<file path="src/logic/timer_counter_pkg.sv">
// Package for the three-timer counting core: register map, fields, timing.
// Assumes a 32-bit APB slave with one byte-wide register per aligned word.
package timer_counter_pkg;

   // ******************************************
   // Register indices (byte address = 4 * index)
   // ******************************************
   localparam logic [7:0] IDX_T01_CTRL  = 8'h88;
   localparam logic [7:0] IDX_T01_MODE  = 8'h89;
   localparam logic [7:0] IDX_T0_LOW    = 8'h8a;
   localparam logic [7:0] IDX_T1_LOW    = 8'h8b;
   localparam logic [7:0] IDX_T0_HIGH   = 8'h8c;
   localparam logic [7:0] IDX_T1_HIGH   = 8'h8d;
   localparam logic [7:0] IDX_T2_CTRL   = 8'hc8;
   localparam logic [7:0] IDX_T2_MODE   = 8'hc9;
   localparam logic [7:0] IDX_T2_RCAP_L = 8'hca;
   localparam logic [7:0] IDX_T2_RCAP_H = 8'hcb;
   localparam logic [7:0] IDX_T2_LOW    = 8'hcc;
   localparam logic [7:0] IDX_T2_HIGH   = 8'hcd;
   localparam logic [7:0] IDX_CLK_CTRL  = 8'hd0;
   localparam logic [7:0] IDX_VECTOR    = 8'hd1;

   localparam int ADDR_LSB = 2;

   // ******************************************
   // Field positions
   // ******************************************
   // timer01_control
   localparam int C_TF1 = 7;
   localparam int C_TR1 = 6;
   localparam int C_TF0 = 5;
   localparam int C_TR0 = 4;
   localparam int C_IE1 = 3;
   localparam int C_IT1 = 2;
   localparam int C_IE0 = 1;
   localparam int C_IT0 = 0;
   // timer01_mode, per nibble
   localparam int M_GATE = 3;
   localparam int M_CT   = 2;
   localparam int M_MHI  = 1;
   localparam int M_MLO  = 0;
   localparam int M_T1_OFS = 4;
   // timer2_control
   localparam int C2_TF2    = 7;
   localparam int C2_EXF2   = 6;
   localparam int C2_RCLK   = 5;
   localparam int C2_TCLK   = 4;
   localparam int C2_EXEN2  = 3;
   localparam int C2_TR2    = 2;
   localparam int C2_CT2    = 1;
   localparam int C2_CPRL2  = 0;
   // timer2_mode
   localparam int M2_OE   = 1;
   localparam int M2_DCEN = 0;
   // clock control
   localparam int K_LOW_CLK = 0;
   // vector acknowledge (write one): bit 0 timer0, bit 1 timer1
   localparam int V_T0 = 0;
   localparam int V_T1 = 1;

   // ******************************************
   // Reset values and timing
   // ******************************************
   localparam logic [7:0] RST_BYTE       = 8'h00;
   localparam logic [7:0] RST_CLK_CTRL   = 8'h01;
   localparam int         STATES_PER_PC  = 6;
   localparam int         LOW_CLK_DIV    = 4;
   localparam logic [4:0] PRESCALE_MASK  = 5'h1f;
   localparam logic [7:0] BYTE_ONES      = 8'hff;
   localparam logic [2:0] SAMPLE_STATE   = 3'h4;
   localparam logic [2:0] UPDATE_STATE   = 3'h2;

   typedef enum logic [1:0] {
      MODE_13BIT,
      MODE_16BIT,
      MODE_AUTO8,
      MODE_SPLIT
   } tmode_t;

   typedef struct packed {
      logic [7:0] high;
      logic [7:0] low;
   } count_t;

endpackage : timer_counter_pkg

</file>
<file path="src/logic/timer_counter_core.sv">
// Counting core of three 16-bit timer/counters with APB register access.
// Assumes event, gate and trigger pins synchronous to core_clk.
//
// Behaviour
// [RL1] Run set: input pulse increments low byte, carries to high, then flag.
// [RL2] Setting run keeps both count bytes unchanged.
// [RL3] All count bytes readable live and writable as preset.
// [RL4] Timer source counts once per six-state peripheral cycle.
// [RL5] Timer 2 clock-out and baud modes count every internal clock.
// [RL6] Event pin sampled once per cycle; high then low increments.
// [RL7] Counted edge appears at the next update phase.
// [RL8] Edge detection takes two cycles; max rate clock over twelve.
// [RL9] Event source holds each level at least one peripheral cycle.
// [RL10] Low-clock bit slows internal clock; set at reset.
// [RL11] Timers 0 and 1 may use interrupt pin as run gate.
// [RL12] Interrupt pins set flags; type bit selects edge or low level.
// [RL13] Timer 2 capture: trigger falling edge copies count to pair.
// [RL14] Timer 2 reload: trigger falling edge reloads count from pair.
// [RL15] Timer 2 up-down mode: trigger high up, low down.
// [RL16] Timer 2 clock pin is count input, or clock output.
// [RL17] Timers 0 and 1 bytes split or cascaded by mode.
// [RL18] Timer 2 always a single cascaded 16-bit counter.
// [RL19] Mode field: 13-bit, 16-bit, 8-bit reload, split/halted.
// [RL20] Timer 0/1 overflow flags cleared on interrupt vector.
// [RL21] Gate clear: run enables; gate set: pin level also gates.
// [RL22] Overflow flag set in the same cycle as high byte rollover.
//
// Added by the designer: register access over APB.
`timescale 1ns/1ps

module timer_counter_core #(
   parameter int DIV_LOW = timer_counter_pkg::LOW_CLK_DIV
) (
   // Clock and reset
   input  wire logic        core_clk,
   input  wire logic        rst_n,
   // APB slave
   input  wire logic        psel,
   input  wire logic        penable,
   input  wire logic        pwrite,
   input  wire logic [11:0] paddr,
   input  wire logic [31:0] pwdata,
   output logic             pready,
   output logic [31:0]      prdata,
   output logic             pslverr,
   // Pins
   input  wire logic [1:0]  event_pin,
   input  wire logic [1:0]  ext_irq_n,
   input  wire logic        aux_clock_io_in,
   input  wire logic        aux_trigger_input,
   output logic             aux_clock_io_out,
   output logic             aux_clock_io_oe,
   // Status
   output logic [2:0]       overflow_flag
);

   // ******************************************
   // State phase generator
   // ******************************************
   logic [2:0] state_q, state_d;
   logic [7:0] lowdiv_q, lowdiv_d;
   logic       clk_en;
   logic       low_clock_bit_q, low_clock_bit_d;

   always_comb
   begin
      lowdiv_d = lowdiv_q + 8'h01;
      if (lowdiv_q == 8'(DIV_LOW - 1))
         lowdiv_d = 8'h00;
      // Low clock: internal state rate divided down
      clk_en = !low_clock_bit_q || (lowdiv_q == 8'(DIV_LOW - 1)); // RL10
      state_d = state_q;
      if (clk_en)
         state_d = (state_q == 3'(timer_counter_pkg::STATES_PER_PC - 1)) ?
                   3'h0 : state_q + 3'h1;
   end

   always_ff @(posedge core_clk)
   begin
      if (!rst_n)
      begin
         state_q  <= 3'h0;
         lowdiv_q <= 8'h00;
      end
      else
      begin
         state_q  <= state_d;
         lowdiv_q <= lowdiv_d;
      end
   end

   logic sample_en, update_en;
   assign sample_en = clk_en && (state_q == timer_counter_pkg::SAMPLE_STATE);
   assign update_en = clk_en && (state_q == timer_counter_pkg::UPDATE_STATE);

   // ******************************************
   // Registers
   // ******************************************
   logic [7:0] ctrl01_q, ctrl01_d, mode01_q, mode01_d;
   logic [7:0] ctrl2_q, ctrl2_d, mode2_q, mode2_d;
   timer_counter_pkg::count_t cnt_q [3], cnt_d [3];
   timer_counter_pkg::count_t rcap_q, rcap_d;
   logic [2:0] evs_q, evs_d, pend_q, pend_d;
   logic [1:0] irq_prev_q, irq_prev_d;
   logic       trig_prev_q, trig_prev_d;
   logic       clk_out_q, clk_out_d;

   logic       wr, rd;
   logic [7:0] idx, wb;
   assign wr  = psel && penable && pwrite;
   assign rd  = psel && !penable && !pwrite;
   assign idx = paddr[9:2];
   assign wb  = pwdata[7:0];

   function automatic logic hit(input logic [7:0] a, input logic [7:0] b);
      hit = (a == b);
   endfunction : hit

   // Count sources
   logic [2:0] ev_pin;
   assign ev_pin = {aux_clock_io_in, event_pin};
   logic       t2_fast;
   assign t2_fast = ctrl2_q[timer_counter_pkg::C2_RCLK] ||
                    ctrl2_q[timer_counter_pkg::C2_TCLK] ||
                    mode2_q[timer_counter_pkg::M2_OE];

   logic [2:0] tick;
   logic [1:0] run01;
   logic       th0_tick;
   logic [3:0] nib [2];
   logic       t2_up, trig_fall;
   logic [2:0] set_of;
   logic       set_exf2;
   logic [15:0] cval;
   logic [7:0] nl, nh;

   always_comb
   begin
      evs_d = evs_q;
      pend_d = pend_q;
      if (sample_en)
      begin
         evs_d = ev_pin;                                   // RL6
         // Edge needs two samples, so max rate is clock/12
         pend_d = pend_q | (evs_q & ~ev_pin);              // RL8
      end
      if (update_en)
         pend_d = 3'h0;                                    // RL7
      nib[0] = mode01_q[3:0];
      nib[1] = mode01_q[7:4];
      run01[0] = ctrl01_q[timer_counter_pkg::C_TR0] &&
                 (!nib[0][timer_counter_pkg::M_GATE] || ext_irq_n[0]); // RL21
      run01[1] = ctrl01_q[timer_counter_pkg::C_TR1] &&
                 (!nib[1][timer_counter_pkg::M_GATE] || ext_irq_n[1]); // RL11
      for (int i = 0; i < 2; i++)
         tick[i] = run01[i] && (nib[i][timer_counter_pkg::M_CT] ?
                   (update_en && pend_q[i]) : update_en);  // RL4
      tick[2] = ctrl2_q[timer_counter_pkg::C2_TR2] &&
                (ctrl2_q[timer_counter_pkg::C2_CT2] ? (update_en && pend_q[2])
                 : (t2_fast ? clk_en : update_en));        // RL5 RL16
      th0_tick = ctrl01_q[timer_counter_pkg::C_TR1] && update_en;
   end

   // ******************************************
   // Counters and control registers
   // ******************************************
   always_comb
   begin
      ctrl01_d = ctrl01_q;
      mode01_d = mode01_q;
      ctrl2_d  = ctrl2_q;
      mode2_d  = mode2_q;
      rcap_d   = rcap_q;
      low_clock_bit_d = low_clock_bit_q;
      for (int i = 0; i < 3; i++)
         cnt_d[i] = cnt_q[i];
      set_of = 3'h0;
      set_exf2 = 1'b0;
      irq_prev_d = ext_irq_n;
      trig_prev_d = aux_trigger_input;
      trig_fall = trig_prev_q && !aux_trigger_input;
      clk_out_d = clk_out_q;
      t2_up = !mode2_q[timer_counter_pkg::M2_DCEN] || aux_trigger_input; // RL15
      cval = 16'h0000;
      nl = 8'h00;
      nh = 8'h00;

      // Timers 0 and 1
      for (int i = 0; i < 2; i++)
      begin
         nl = cnt_q[i].low;
         nh = cnt_q[i].high;
         unique case (timer_counter_pkg::tmode_t'(nib[i][1:0]))   // RL19
            timer_counter_pkg::MODE_13BIT:
               if (tick[i])
               begin
                  nl = cnt_q[i].low + 8'h01;
                  if (cnt_q[i].low[4:0] == timer_counter_pkg::PRESCALE_MASK)
                  begin
                     nl[7:5] = cnt_q[i].low[7:5];
                     nh = cnt_q[i].high + 8'h01;
                     set_of[i] = (cnt_q[i].high == timer_counter_pkg::BYTE_ONES);
                  end
               end
            timer_counter_pkg::MODE_16BIT:
               if (tick[i])
               begin
                  nl = cnt_q[i].low + 8'h01;                    // RL1
                  if (cnt_q[i].low == timer_counter_pkg::BYTE_ONES)
                  begin
                     nh = cnt_q[i].high + 8'h01;                // RL17
                     set_of[i] = (cnt_q[i].high == timer_counter_pkg::BYTE_ONES); // RL22
                  end
               end
            timer_counter_pkg::MODE_AUTO8:
               if (tick[i])
               begin
                  nl = cnt_q[i].low + 8'h01;
                  if (cnt_q[i].low == timer_counter_pkg::BYTE_ONES)
                  begin
                     nl = cnt_q[i].high;
                     set_of[i] = 1'b1;
                  end
               end
            timer_counter_pkg::MODE_SPLIT:
               if (i == 0)
               begin
                  if (tick[0])
                  begin
                     nl = cnt_q[0].low + 8'h01;
                     set_of[0] = (cnt_q[0].low == timer_counter_pkg::BYTE_ONES);
                  end
                  if (th0_tick)
                  begin
                     nh = cnt_q[0].high + 8'h01;
                     set_of[1] = (cnt_q[0].high == timer_counter_pkg::BYTE_ONES);
                  end
               end
         endcase
         cnt_d[i].low = nl;
         cnt_d[i].high = nh;
      end

      // Timer 2, always one 16-bit counter
      if (tick[2])
      begin
         cval = {cnt_q[2].high, cnt_q[2].low};
         if (t2_up)
         begin
            cnt_d[2] = cval + 16'h0001;                      // RL18
            if (cval == 16'hffff)
            begin
               set_of[2] = !t2_fast;
               if (!ctrl2_q[timer_counter_pkg::C2_CPRL2] || t2_fast)
                  cnt_d[2] = rcap_q;
               if (mode2_q[timer_counter_pkg::M2_OE])
                  clk_out_d = !clk_out_q;
            end
         end
         else
         begin
            cnt_d[2] = cval - 16'h0001;
            if (cval == rcap_q)
            begin
               cnt_d[2] = 16'hffff;
               set_of[2] = 1'b1;
            end
         end
      end
      if (trig_fall && ctrl2_q[timer_counter_pkg::C2_EXEN2] &&
          !mode2_q[timer_counter_pkg::M2_DCEN])
      begin
         set_exf2 = 1'b1;
         if (ctrl2_q[timer_counter_pkg::C2_CPRL2])
            rcap_d = cnt_q[2];                               // RL13
         else
            cnt_d[2] = rcap_q;                               // RL14
      end

      // Software writes; hardware sets below win over clears
      if (wr)
      begin
         if (hit(idx, timer_counter_pkg::IDX_T01_CTRL))
            ctrl01_d = wb;                                   // RL2
         if (hit(idx, timer_counter_pkg::IDX_T01_MODE))
            mode01_d = wb;
         if (hit(idx, timer_counter_pkg::IDX_T2_CTRL))
            ctrl2_d = wb;
         if (hit(idx, timer_counter_pkg::IDX_T2_MODE))
            mode2_d = wb;
         if (hit(idx, timer_counter_pkg::IDX_T2_RCAP_L))
            rcap_d.low = wb;
         if (hit(idx, timer_counter_pkg::IDX_T2_RCAP_H))
            rcap_d.high = wb;
         if (hit(idx, timer_counter_pkg::IDX_T0_LOW))
            cnt_d[0].low = wb;                               // RL3
         if (hit(idx, timer_counter_pkg::IDX_T0_HIGH))
            cnt_d[0].high = wb;
         if (hit(idx, timer_counter_pkg::IDX_T1_LOW))
            cnt_d[1].low = wb;
         if (hit(idx, timer_counter_pkg::IDX_T1_HIGH))
            cnt_d[1].high = wb;
         if (hit(idx, timer_counter_pkg::IDX_T2_LOW))
            cnt_d[2].low = wb;
         if (hit(idx, timer_counter_pkg::IDX_T2_HIGH))
            cnt_d[2].high = wb;
         if (hit(idx, timer_counter_pkg::IDX_CLK_CTRL))
            low_clock_bit_d = wb[timer_counter_pkg::K_LOW_CLK];
         if (hit(idx, timer_counter_pkg::IDX_VECTOR))
         begin
            if (wb[timer_counter_pkg::V_T0])
               ctrl01_d[timer_counter_pkg::C_TF0] = 1'b0;    // RL20
            if (wb[timer_counter_pkg::V_T1])
               ctrl01_d[timer_counter_pkg::C_TF1] = 1'b0;
            if (wb[timer_counter_pkg::V_T0] && ctrl01_q[timer_counter_pkg::C_IT0])
               ctrl01_d[timer_counter_pkg::C_IE0] = 1'b0;
            if (wb[timer_counter_pkg::V_T1] && ctrl01_q[timer_counter_pkg::C_IT1])
               ctrl01_d[timer_counter_pkg::C_IE1] = 1'b0;
         end
      end

      if (set_of[0])
         ctrl01_d[timer_counter_pkg::C_TF0] = 1'b1;
      if (set_of[1])
         ctrl01_d[timer_counter_pkg::C_TF1] = 1'b1;
      if (set_of[2])
         ctrl2_d[timer_counter_pkg::C2_TF2] = 1'b1;
      if (set_exf2)
         ctrl2_d[timer_counter_pkg::C2_EXF2] = 1'b1;
      // External interrupt flags: edge or active-low level
      if (ctrl01_q[timer_counter_pkg::C_IT0] ?
          (irq_prev_q[0] && !ext_irq_n[0]) : !ext_irq_n[0])
         ctrl01_d[timer_counter_pkg::C_IE0] = 1'b1;          // RL12
      else if (!ctrl01_q[timer_counter_pkg::C_IT0])
         ctrl01_d[timer_counter_pkg::C_IE0] = 1'b0;
      if (ctrl01_q[timer_counter_pkg::C_IT1] ?
          (irq_prev_q[1] && !ext_irq_n[1]) : !ext_irq_n[1])
         ctrl01_d[timer_counter_pkg::C_IE1] = 1'b1;
      else if (!ctrl01_q[timer_counter_pkg::C_IT1])
         ctrl01_d[timer_counter_pkg::C_IE1] = 1'b0;
   end

   always_ff @(posedge core_clk)
   begin
      if (!rst_n)
      begin
         ctrl01_q <= timer_counter_pkg::RST_BYTE;
         mode01_q <= timer_counter_pkg::RST_BYTE;
         ctrl2_q  <= timer_counter_pkg::RST_BYTE;
         mode2_q  <= timer_counter_pkg::RST_BYTE;
         rcap_q   <= '0;
         for (int i = 0; i < 3; i++)
            cnt_q[i] <= '0;
         evs_q <= 3'h7;
         pend_q <= 3'h0;
         irq_prev_q <= 2'h3;
         trig_prev_q <= 1'b1;
         clk_out_q <= 1'b0;
         low_clock_bit_q <= timer_counter_pkg::RST_CLK_CTRL[0];  // RL10
      end
      else
      begin
         ctrl01_q <= ctrl01_d;
         mode01_q <= mode01_d;
         ctrl2_q  <= ctrl2_d;
         mode2_q  <= mode2_d;
         rcap_q   <= rcap_d;
         for (int i = 0; i < 3; i++)
            cnt_q[i] <= cnt_d[i];
         evs_q <= evs_d;
         pend_q <= pend_d;
         irq_prev_q <= irq_prev_d;
         trig_prev_q <= trig_prev_d;
         clk_out_q <= clk_out_d;
         low_clock_bit_q <= low_clock_bit_d;
      end
   end

   // ******************************************
   // APB read path and outputs
   // ******************************************
   logic [7:0] rsel;
   logic       mapped;

   always_comb
   begin
      rsel = 8'h00;
      mapped = 1'b1;
      unique case (idx)
         timer_counter_pkg::IDX_T01_CTRL:  rsel = ctrl01_q;
         timer_counter_pkg::IDX_T01_MODE:  rsel = mode01_q;
         timer_counter_pkg::IDX_T0_LOW:    rsel = cnt_q[0].low;
         timer_counter_pkg::IDX_T1_LOW:    rsel = cnt_q[1].low;
         timer_counter_pkg::IDX_T0_HIGH:   rsel = cnt_q[0].high;
         timer_counter_pkg::IDX_T1_HIGH:   rsel = cnt_q[1].high;
         timer_counter_pkg::IDX_T2_CTRL:   rsel = ctrl2_q;
         timer_counter_pkg::IDX_T2_MODE:   rsel = mode2_q;
         timer_counter_pkg::IDX_T2_RCAP_L: rsel = rcap_q.low;
         timer_counter_pkg::IDX_T2_RCAP_H: rsel = rcap_q.high;
         timer_counter_pkg::IDX_T2_LOW:    rsel = cnt_q[2].low;
         timer_counter_pkg::IDX_T2_HIGH:   rsel = cnt_q[2].high;
         timer_counter_pkg::IDX_CLK_CTRL:  rsel = {7'h00, low_clock_bit_q};
         timer_counter_pkg::IDX_VECTOR:    rsel = 8'h00;
         default:                          mapped = 1'b0;
      endcase
      if (paddr[1:0] != 2'h0 || paddr[11:10] != 2'h0)
         mapped = 1'b0;
   end

   always_ff @(posedge core_clk)
   begin
      if (!rst_n)
      begin
         pready  <= 1'b0;
         prdata  <= 32'h0000_0000;
         pslverr <= 1'b0;
         aux_clock_io_out <= 1'b0;
         aux_clock_io_oe  <= 1'b0;
         overflow_flag    <= 3'h0;
      end
      else
      begin
         // Setup cycle registers the answer; access completes one cycle on
         pready  <= psel && !penable;
         pslverr <= psel && !penable && !mapped;
         if (rd)
            prdata <= {24'h00_0000, rsel};
         aux_clock_io_out <= clk_out_q;
         aux_clock_io_oe  <= mode2_q[timer_counter_pkg::M2_OE];   // RL16
         overflow_flag <= {ctrl2_d[timer_counter_pkg::C2_TF2],
                           ctrl01_d[timer_counter_pkg::C_TF1],
                           ctrl01_d[timer_counter_pkg::C_TF0]};
      end
   end

endmodule : timer_counter_core

</file>
<file path="config.mk">
export PLATFORM = sky130hd
export DESIGN_NAME = timer_counter_core
export DESIGN_NICKNAME = d
export VERILOG_FILES = /design/src/logic/timer_counter_pkg.sv /design/src/logic/timer_counter_core.sv
export SDC_FILE = /design/constraint.sdc
export NUM_CORES = 1
export LEC_CHECK = 0
export ABC_CLOCK_PERIOD_IN_PS = 6640
export BUFFER_PORTS_ARGS = -buffer_cell sky130_fd_sc_hd__buf_2
export CORE_UTILIZATION = 65
export DETAILED_ROUTE_END_ITERATION = 8
export HOLD_SLACK_MARGIN = 0.08
export PLACE_DENSITY = 0.87
export SLEW_MARGIN = 25
export SYNTH_ARGS = -nofsm -noshare
export SYNTH_HDL_FRONTEND = slang
export SYNTH_SLANG_ARGS = --single-unit
</file>
<file path="constraint.sdc">
create_clock -name core_clk -period 6.64 [get_ports core_clk]
set_clock_uncertainty 0.1 [all_clocks]
set_input_delay 0.996 -clock core_clk [delete_from_list [all_inputs] [get_ports core_clk]]
set_output_delay 0.996 -clock core_clk [all_outputs]
set_load 0.05 [all_outputs]
</file>
After elaboration in Yosys (flattened, before gate mapping):

Memories as Yosys holds them, arrays and structs flattened.
Cells that the tools add are included.

* bits in registers: 85
* memory bits (writable): 48
* input bits: 55
* output and inout bits: 39
* logic and storage cells: 234
* memories: 1

Memory list
* cnt_q: words 3, bits a word 16, rd ports 3, clocked after Yosys merged registers in 0, write ports 3, line timer_counter_core.sv:101 `timer_counter_pkg::count_t cnt_q [3], cnt_d [3];`

* $add $sub $neg: 8
* eq/ne operators: 33
* multiplexer cells: 99
* bitwise gates (word level): 7
* reduce and logical (&&, ||, !) cells: 61

Operator list (number)
* $mux W8: 29
* $mux W16: 13
* $eq A8 B8 Y1 const B: 18
* $pmux W8 S13: 1
* $pmux W8 S3: 3
* $mux W48: 1
* $mux W1: 46
* $add A8 B1 Y8 const B: 5
* $logic_and A1 B1 Y1: 23
* $add A16 B1 Y16 const B: 1
* $eq A16 B16 Y1: 1
* $eq A16 B16 Y1 const B: 1
* $pmux W8 S2: 1
* $sub A16 B1 Y16 const B: 1
* $reduce_or A14 Y1: 1
* $logic_not A1 Y1: 13
* $reduce_and A2 Y1: 6
* $eq A5 B5 Y1 const B: 2
* $mux W3: 3
* $eq A8 B2 Y1 const B: 1
* $logic_or A1 B1 Y1: 8
* $reduce_bool A2 Y1: 4
* $eq A2 B2 Y1 const B: 3
* $eq A3 B3 Y1 const B: 2
* other kinds (14): 21

Longest topological paths before layout:

* word-level depth: 12
* gate-level depth with buffers: 11
* depth with buffers taken out: 10

Worst setup path before layout:

Ideal clock, no wire load.

* path kind: input port to flip-flop
* from: in paddr[7]
* to: reg ctrl01_q[1]
* setup time: 128 ps
* arrival time: 2653 ps
* data required time: 6412 ps
* path slack: 3759 ps
* cell stages on the path: 6
* buffers on the path: 0
* cells stage by stage: or3b_2 nor3_2 nand2_1 mux2_2 a31oi_1 nor2_1

* cells in the longest elaborated chain, start to end: 7
* elaborated cells on any way between the ends: 8
* classes of those cells: eq/ne (2); mux (6)

Ends and longest elaborated chain
* start, declared: line timer_counter_core.sv:41 `input wire logic [11:0] paddr,`
* $eq A8 B8 Y1: line timer_counter_core.sv:116 `hit = (a == b);`
* $mux W8: line timer_counter_core.sv:283 `if (hit(idx, timer_counter_pkg::IDX_T01_CTRL))`
* $mux W1: line timer_counter_core.sv:315 `if (wb[timer_counter_pkg::V_T0] && ctrl01_q[timer_counter_pkg::C_IT0])`
* $mux W1 (*): line timer_counter_core.sv:309 `if (hit(idx, timer_counter_pkg::IDX_VECTOR))`
* $mux W8 (*): line timer_counter_core.sv:281 `if (wr)`
* $mux W1 (*): line timer_counter_core.sv:334 `else if (!ctrl01_q[timer_counter_pkg::C_IT0])`
* $mux W1 (*): line timer_counter_core.sv:331 `if (ctrl01_q[timer_counter_pkg::C_IT0] ?`
* end signal, assigned: line timer_counter_core.sv:347 `ctrl01_q <= timer_counter_pkg::RST_BYTE;`
* end signal, assigned: line timer_counter_core.sv:363 `ctrl01_q <= ctrl01_d;`
* end, declared: line timer_counter_core.sv:99 `logic [7:0] ctrl01_q, ctrl01_d, mode01_q, mode01_d;`

Mark *: on every way between the ends. The rest lies on a longest branch, timed or not. The select of a mux whose other input is x is not followed.
A chain may end at the register's enable or synchronous reset.

==> flow_metrics.env <==
export IMPL_grt_setup_unrepaired="false"
export IMPL_grt_pass1_vias=8798
export IMPL_p_leak_uw=0.00354
export IMPL_clk_pin_slew_ns=0.06
export IMPL_power_share_sequential_pct=39.7
export IMPL_post_cts_buffers=0
export IMPL_nFillCells=1102
export IMPL_cp_cell_sequence="nor3b_1 > nand4_1 > nor2_1 > o211ai_1 > o31ai_1 > a31oi_1"
export IMPL_nets=1241
export IMPL_core_area_um2=13500
export IMPL_synth_top_family_by_area="simple AND/OR/NAND/NOR gates"
export IMPL_drtAntennaViolNets=0
export IMPL_critPathSlowestCell="nor2_1"
export IMPL_syn_cell_area_um2=9080
export IMPL_routed_wirelength_um=30400
export IMPL_synth_compound_area_share_pct=23.7
export IMPL_ys_warnings_count=0
export IMPL_drive_gt1_share_pct=11.8
export IMPL_final_common_cell="dfxtp_1"
export IMPL_synth_cell_types=87
export IMPL_power_uw=1990
export IMPL_max_slew_margin_pct=33.0
export IMPL_cp_max_fo=14
export IMPL_fmax_mhz=284
export IMPL_synth_edf_count=0
export IMPL_ios=94
export IMPL_place_congestion=0.968
export IMPL_areaGrowthSynthToFinish_pct=7.82
export IMPL_grt_max_degree=76
export IMPL_synth_top_area_share_pct=28.6
export IMPL_grt_overflow_total=0
export IMPL_status="finished, final reports clean"
export IMPL_drc=0
export IMPL_layout_common_cells="130 x dfxtp_1, 120 x nand2_1, 107 x nand3_1"
export IMPL_synth_xor_area_share_pct=4.82
export IMPL_cts_resized=0
export IMPL_synth_ff_type="dfxtp_1"
export IMPL_final_setup_tns_ns=0
export IMPL_grtUsageTotal_pct=42.9
export IMPL_cts_tree="yes"
export IMPL_synth_top_area_cell="dfxtp_1"
export IMPL_syn_area_per_cell_um2=7.56
export IMPL_die_area_um2=14500
export IMPL_synth_seq_cells=130
export IMPL_cts_max_level=4
export IMPL_clock_latency_ns=0.43
export IMPL_cts_path_max_buffers=2
export IMPL_multi_input_area_um2=5900
export IMPL_fp_dieW_um=120
export IMPL_slowest_delay_ns=0.80
export IMPL_cts_root_buf="clkbuf_16"
export IMPL_synthArstFlopShare_pct=0
export IMPL_tightest_slew_ns=1.00
export IMPL_p_sw_uw=504
export IMPL_portBuffers=45
export IMPL_slew_viol_final=0
export IMPL_cts_buffers=17
export IMPL_drtPass1Iterations=7
export IMPL_end_kind="flop"
export IMPL_cp_data_arrival_time_ns=3.71
export IMPL_yosys_top_cells_area="dfxtp_1 29%, nand3_1 5.9%, a21oi_1 5.2%"
export IMPL_cts_sinks=130
export IMPL_synthMuxAreaShare_pct=5.95
export IMPL_critical_path_class="reg2reg"
export IMPL_start_util_pct=67.5
export IMPL_p_per_area_nw_per_um2=203
export IMPL_rows=42
export IMPL_hold_buffers=0
export IMPL_p_int_uw=1480
export IMPL_die_h_um=120
export IMPL_synth_fa_ha_area_share_pct=1.24
export IMPL_hp_class="reg2reg"
export IMPL_vias=9858
export IMPL_maxCapViolCount=0
export IMPL_timing_final_crit_share_pct=53.0
export IMPL_drtIter0Drc=1638
export IMPL_pwr_share_clk_pct=53.4
export IMPL_routedWlPerCell_um=22.3
export IMPL_register_area_um2=2600
export IMPL_p_comb_share_pct=6.8
export IMPL_ir_drop_v=0.000201
export IMPL_antenna_found_initial=1
export IMPL_netlist_instances=1202
export IMPL_cp_data_required_time_ns=6.84
export IMPL_cp_start_kind="flop"
export IMPL_yosysSeqAreaShare_pct=28.6
export IMPL_viasPerCell=7.21
export IMPL_hpwlAfterDp_um=20100
export IMPL_fin_ws_ns=3.12
export IMPL_setup_violations=0
export IMPL_hold_violations=0
export IMPL_dp_worst_setup_slack_ns=2.99
export IMPL_sw_frac_of_total_pct=25.3
export IMPL_period_needed_ns=3.52
export IMPL_grt_first_pass_wirelength_um=47700
export IMPL_synthSimpleGateAreaFrac_pct=27.8
## Yosys cell counts (15+ instances only)
master / instances
dfxtp_1: 130
nand2_1: 120
nand3_1: 107
a21oi_1: 95
nor2_1: 93
clkbuf_1: 79
o21ai_0: 64
xor2_1: 40
nor3_1: 31
and3_1: 28
a31oi_1: 27
buf_4: 27
mux2i_1: 27
a311oi_1: 22
inv_1: 22
o211ai_1: 19
nand4_1: 18
a211oi_1: 15
nand2b_1: 15
## power groups by stage
stage / clock (uW) / combinational (uW) / sequential [uW]
after floorplan: 0 / 102 / 808
after global placement: 0 / 128 / 807
after detailed placement: 0 / 129 / 807
after CTS: 1060 / 130 / 790
after global routing: 1100 / 140 / 791
final: 1060 / 135 / 790
## per-stage QoR
stage	hold WS [ns]	util, %	cells	area [um^2]
after floorplan	0.328	-	1225	9170
after global placement	0.343	67.9	1334	9130
after detailed placement	0.348	67.9	1334	9130
after CTS	0.356	72.7	1366	9790
after global routing	0.374	72.8	1367	9800
final	0.360	72.8	1367	9800
## metal layers
layer	GRT usage [%]	routed length, um	up-vias
met5	0	0	-
met1	57.0	11500	4559
met4	22.6	1730	0
met2	62.2	12700	780
met3	13.1	4470	160
li1	-	-	4359
## logic make-up after synthesis
family | Yosys count
mux | 45
flops | 130
compound gates | 327
fa+ha+maj | 9
simple gates | 491
xor+xnor | 50
other cells | 1
buf+inv | 149
## cell type report
class / instances / area share [%]
tap: 176 / 2.25
multi-input combinational: 946 / 60.2
antenna: 1 / 0.0255
inverter: 23 / 0.881
sequential: 130 / 26.6
timing repair buffer: 59 / 3.37
clock inverter: 14 / 2.31
clock buffer: 18 / 4.38
## sequential cells by signal, indices dropped and copies added, names as in the netlist
name,flops
evs_q,3
mode2_q,8
pready,1
low_clock_bit_q,1
irq_prev_q,2
pslverr,1
aux_clock_io_out,1
pend_q,3
ctrl01_q,7
overflow_flag,1
aux_clock_io_oe,1
cnt_q,48
trig_prev_q,1
rcap_q,16
lowdiv_q,8
ctrl2_q,8
clk_out_q,1
prdata,8
mode01_q,8
state_q,3
## critical path, delay by kind of cell (launching register included)
kind            cells  cell delay, ns
simple gates        3            2.05
flops               1            0.44
compound gates      3            0.80
## path summary, 6_finish.rpt
check,depth (start not counted),start,slack (ns),end
max,6,state_q[1],3.12,cnt_q[0][26]
min,2,mode2_q[3],0.36,mode2_q[3]
max reg2reg,6,state_q[1],3.12,cnt_q[0][26]
min reg2reg,2,mode2_q[3],0.36,mode2_q[3]
(Power assumes the default switching activity.)
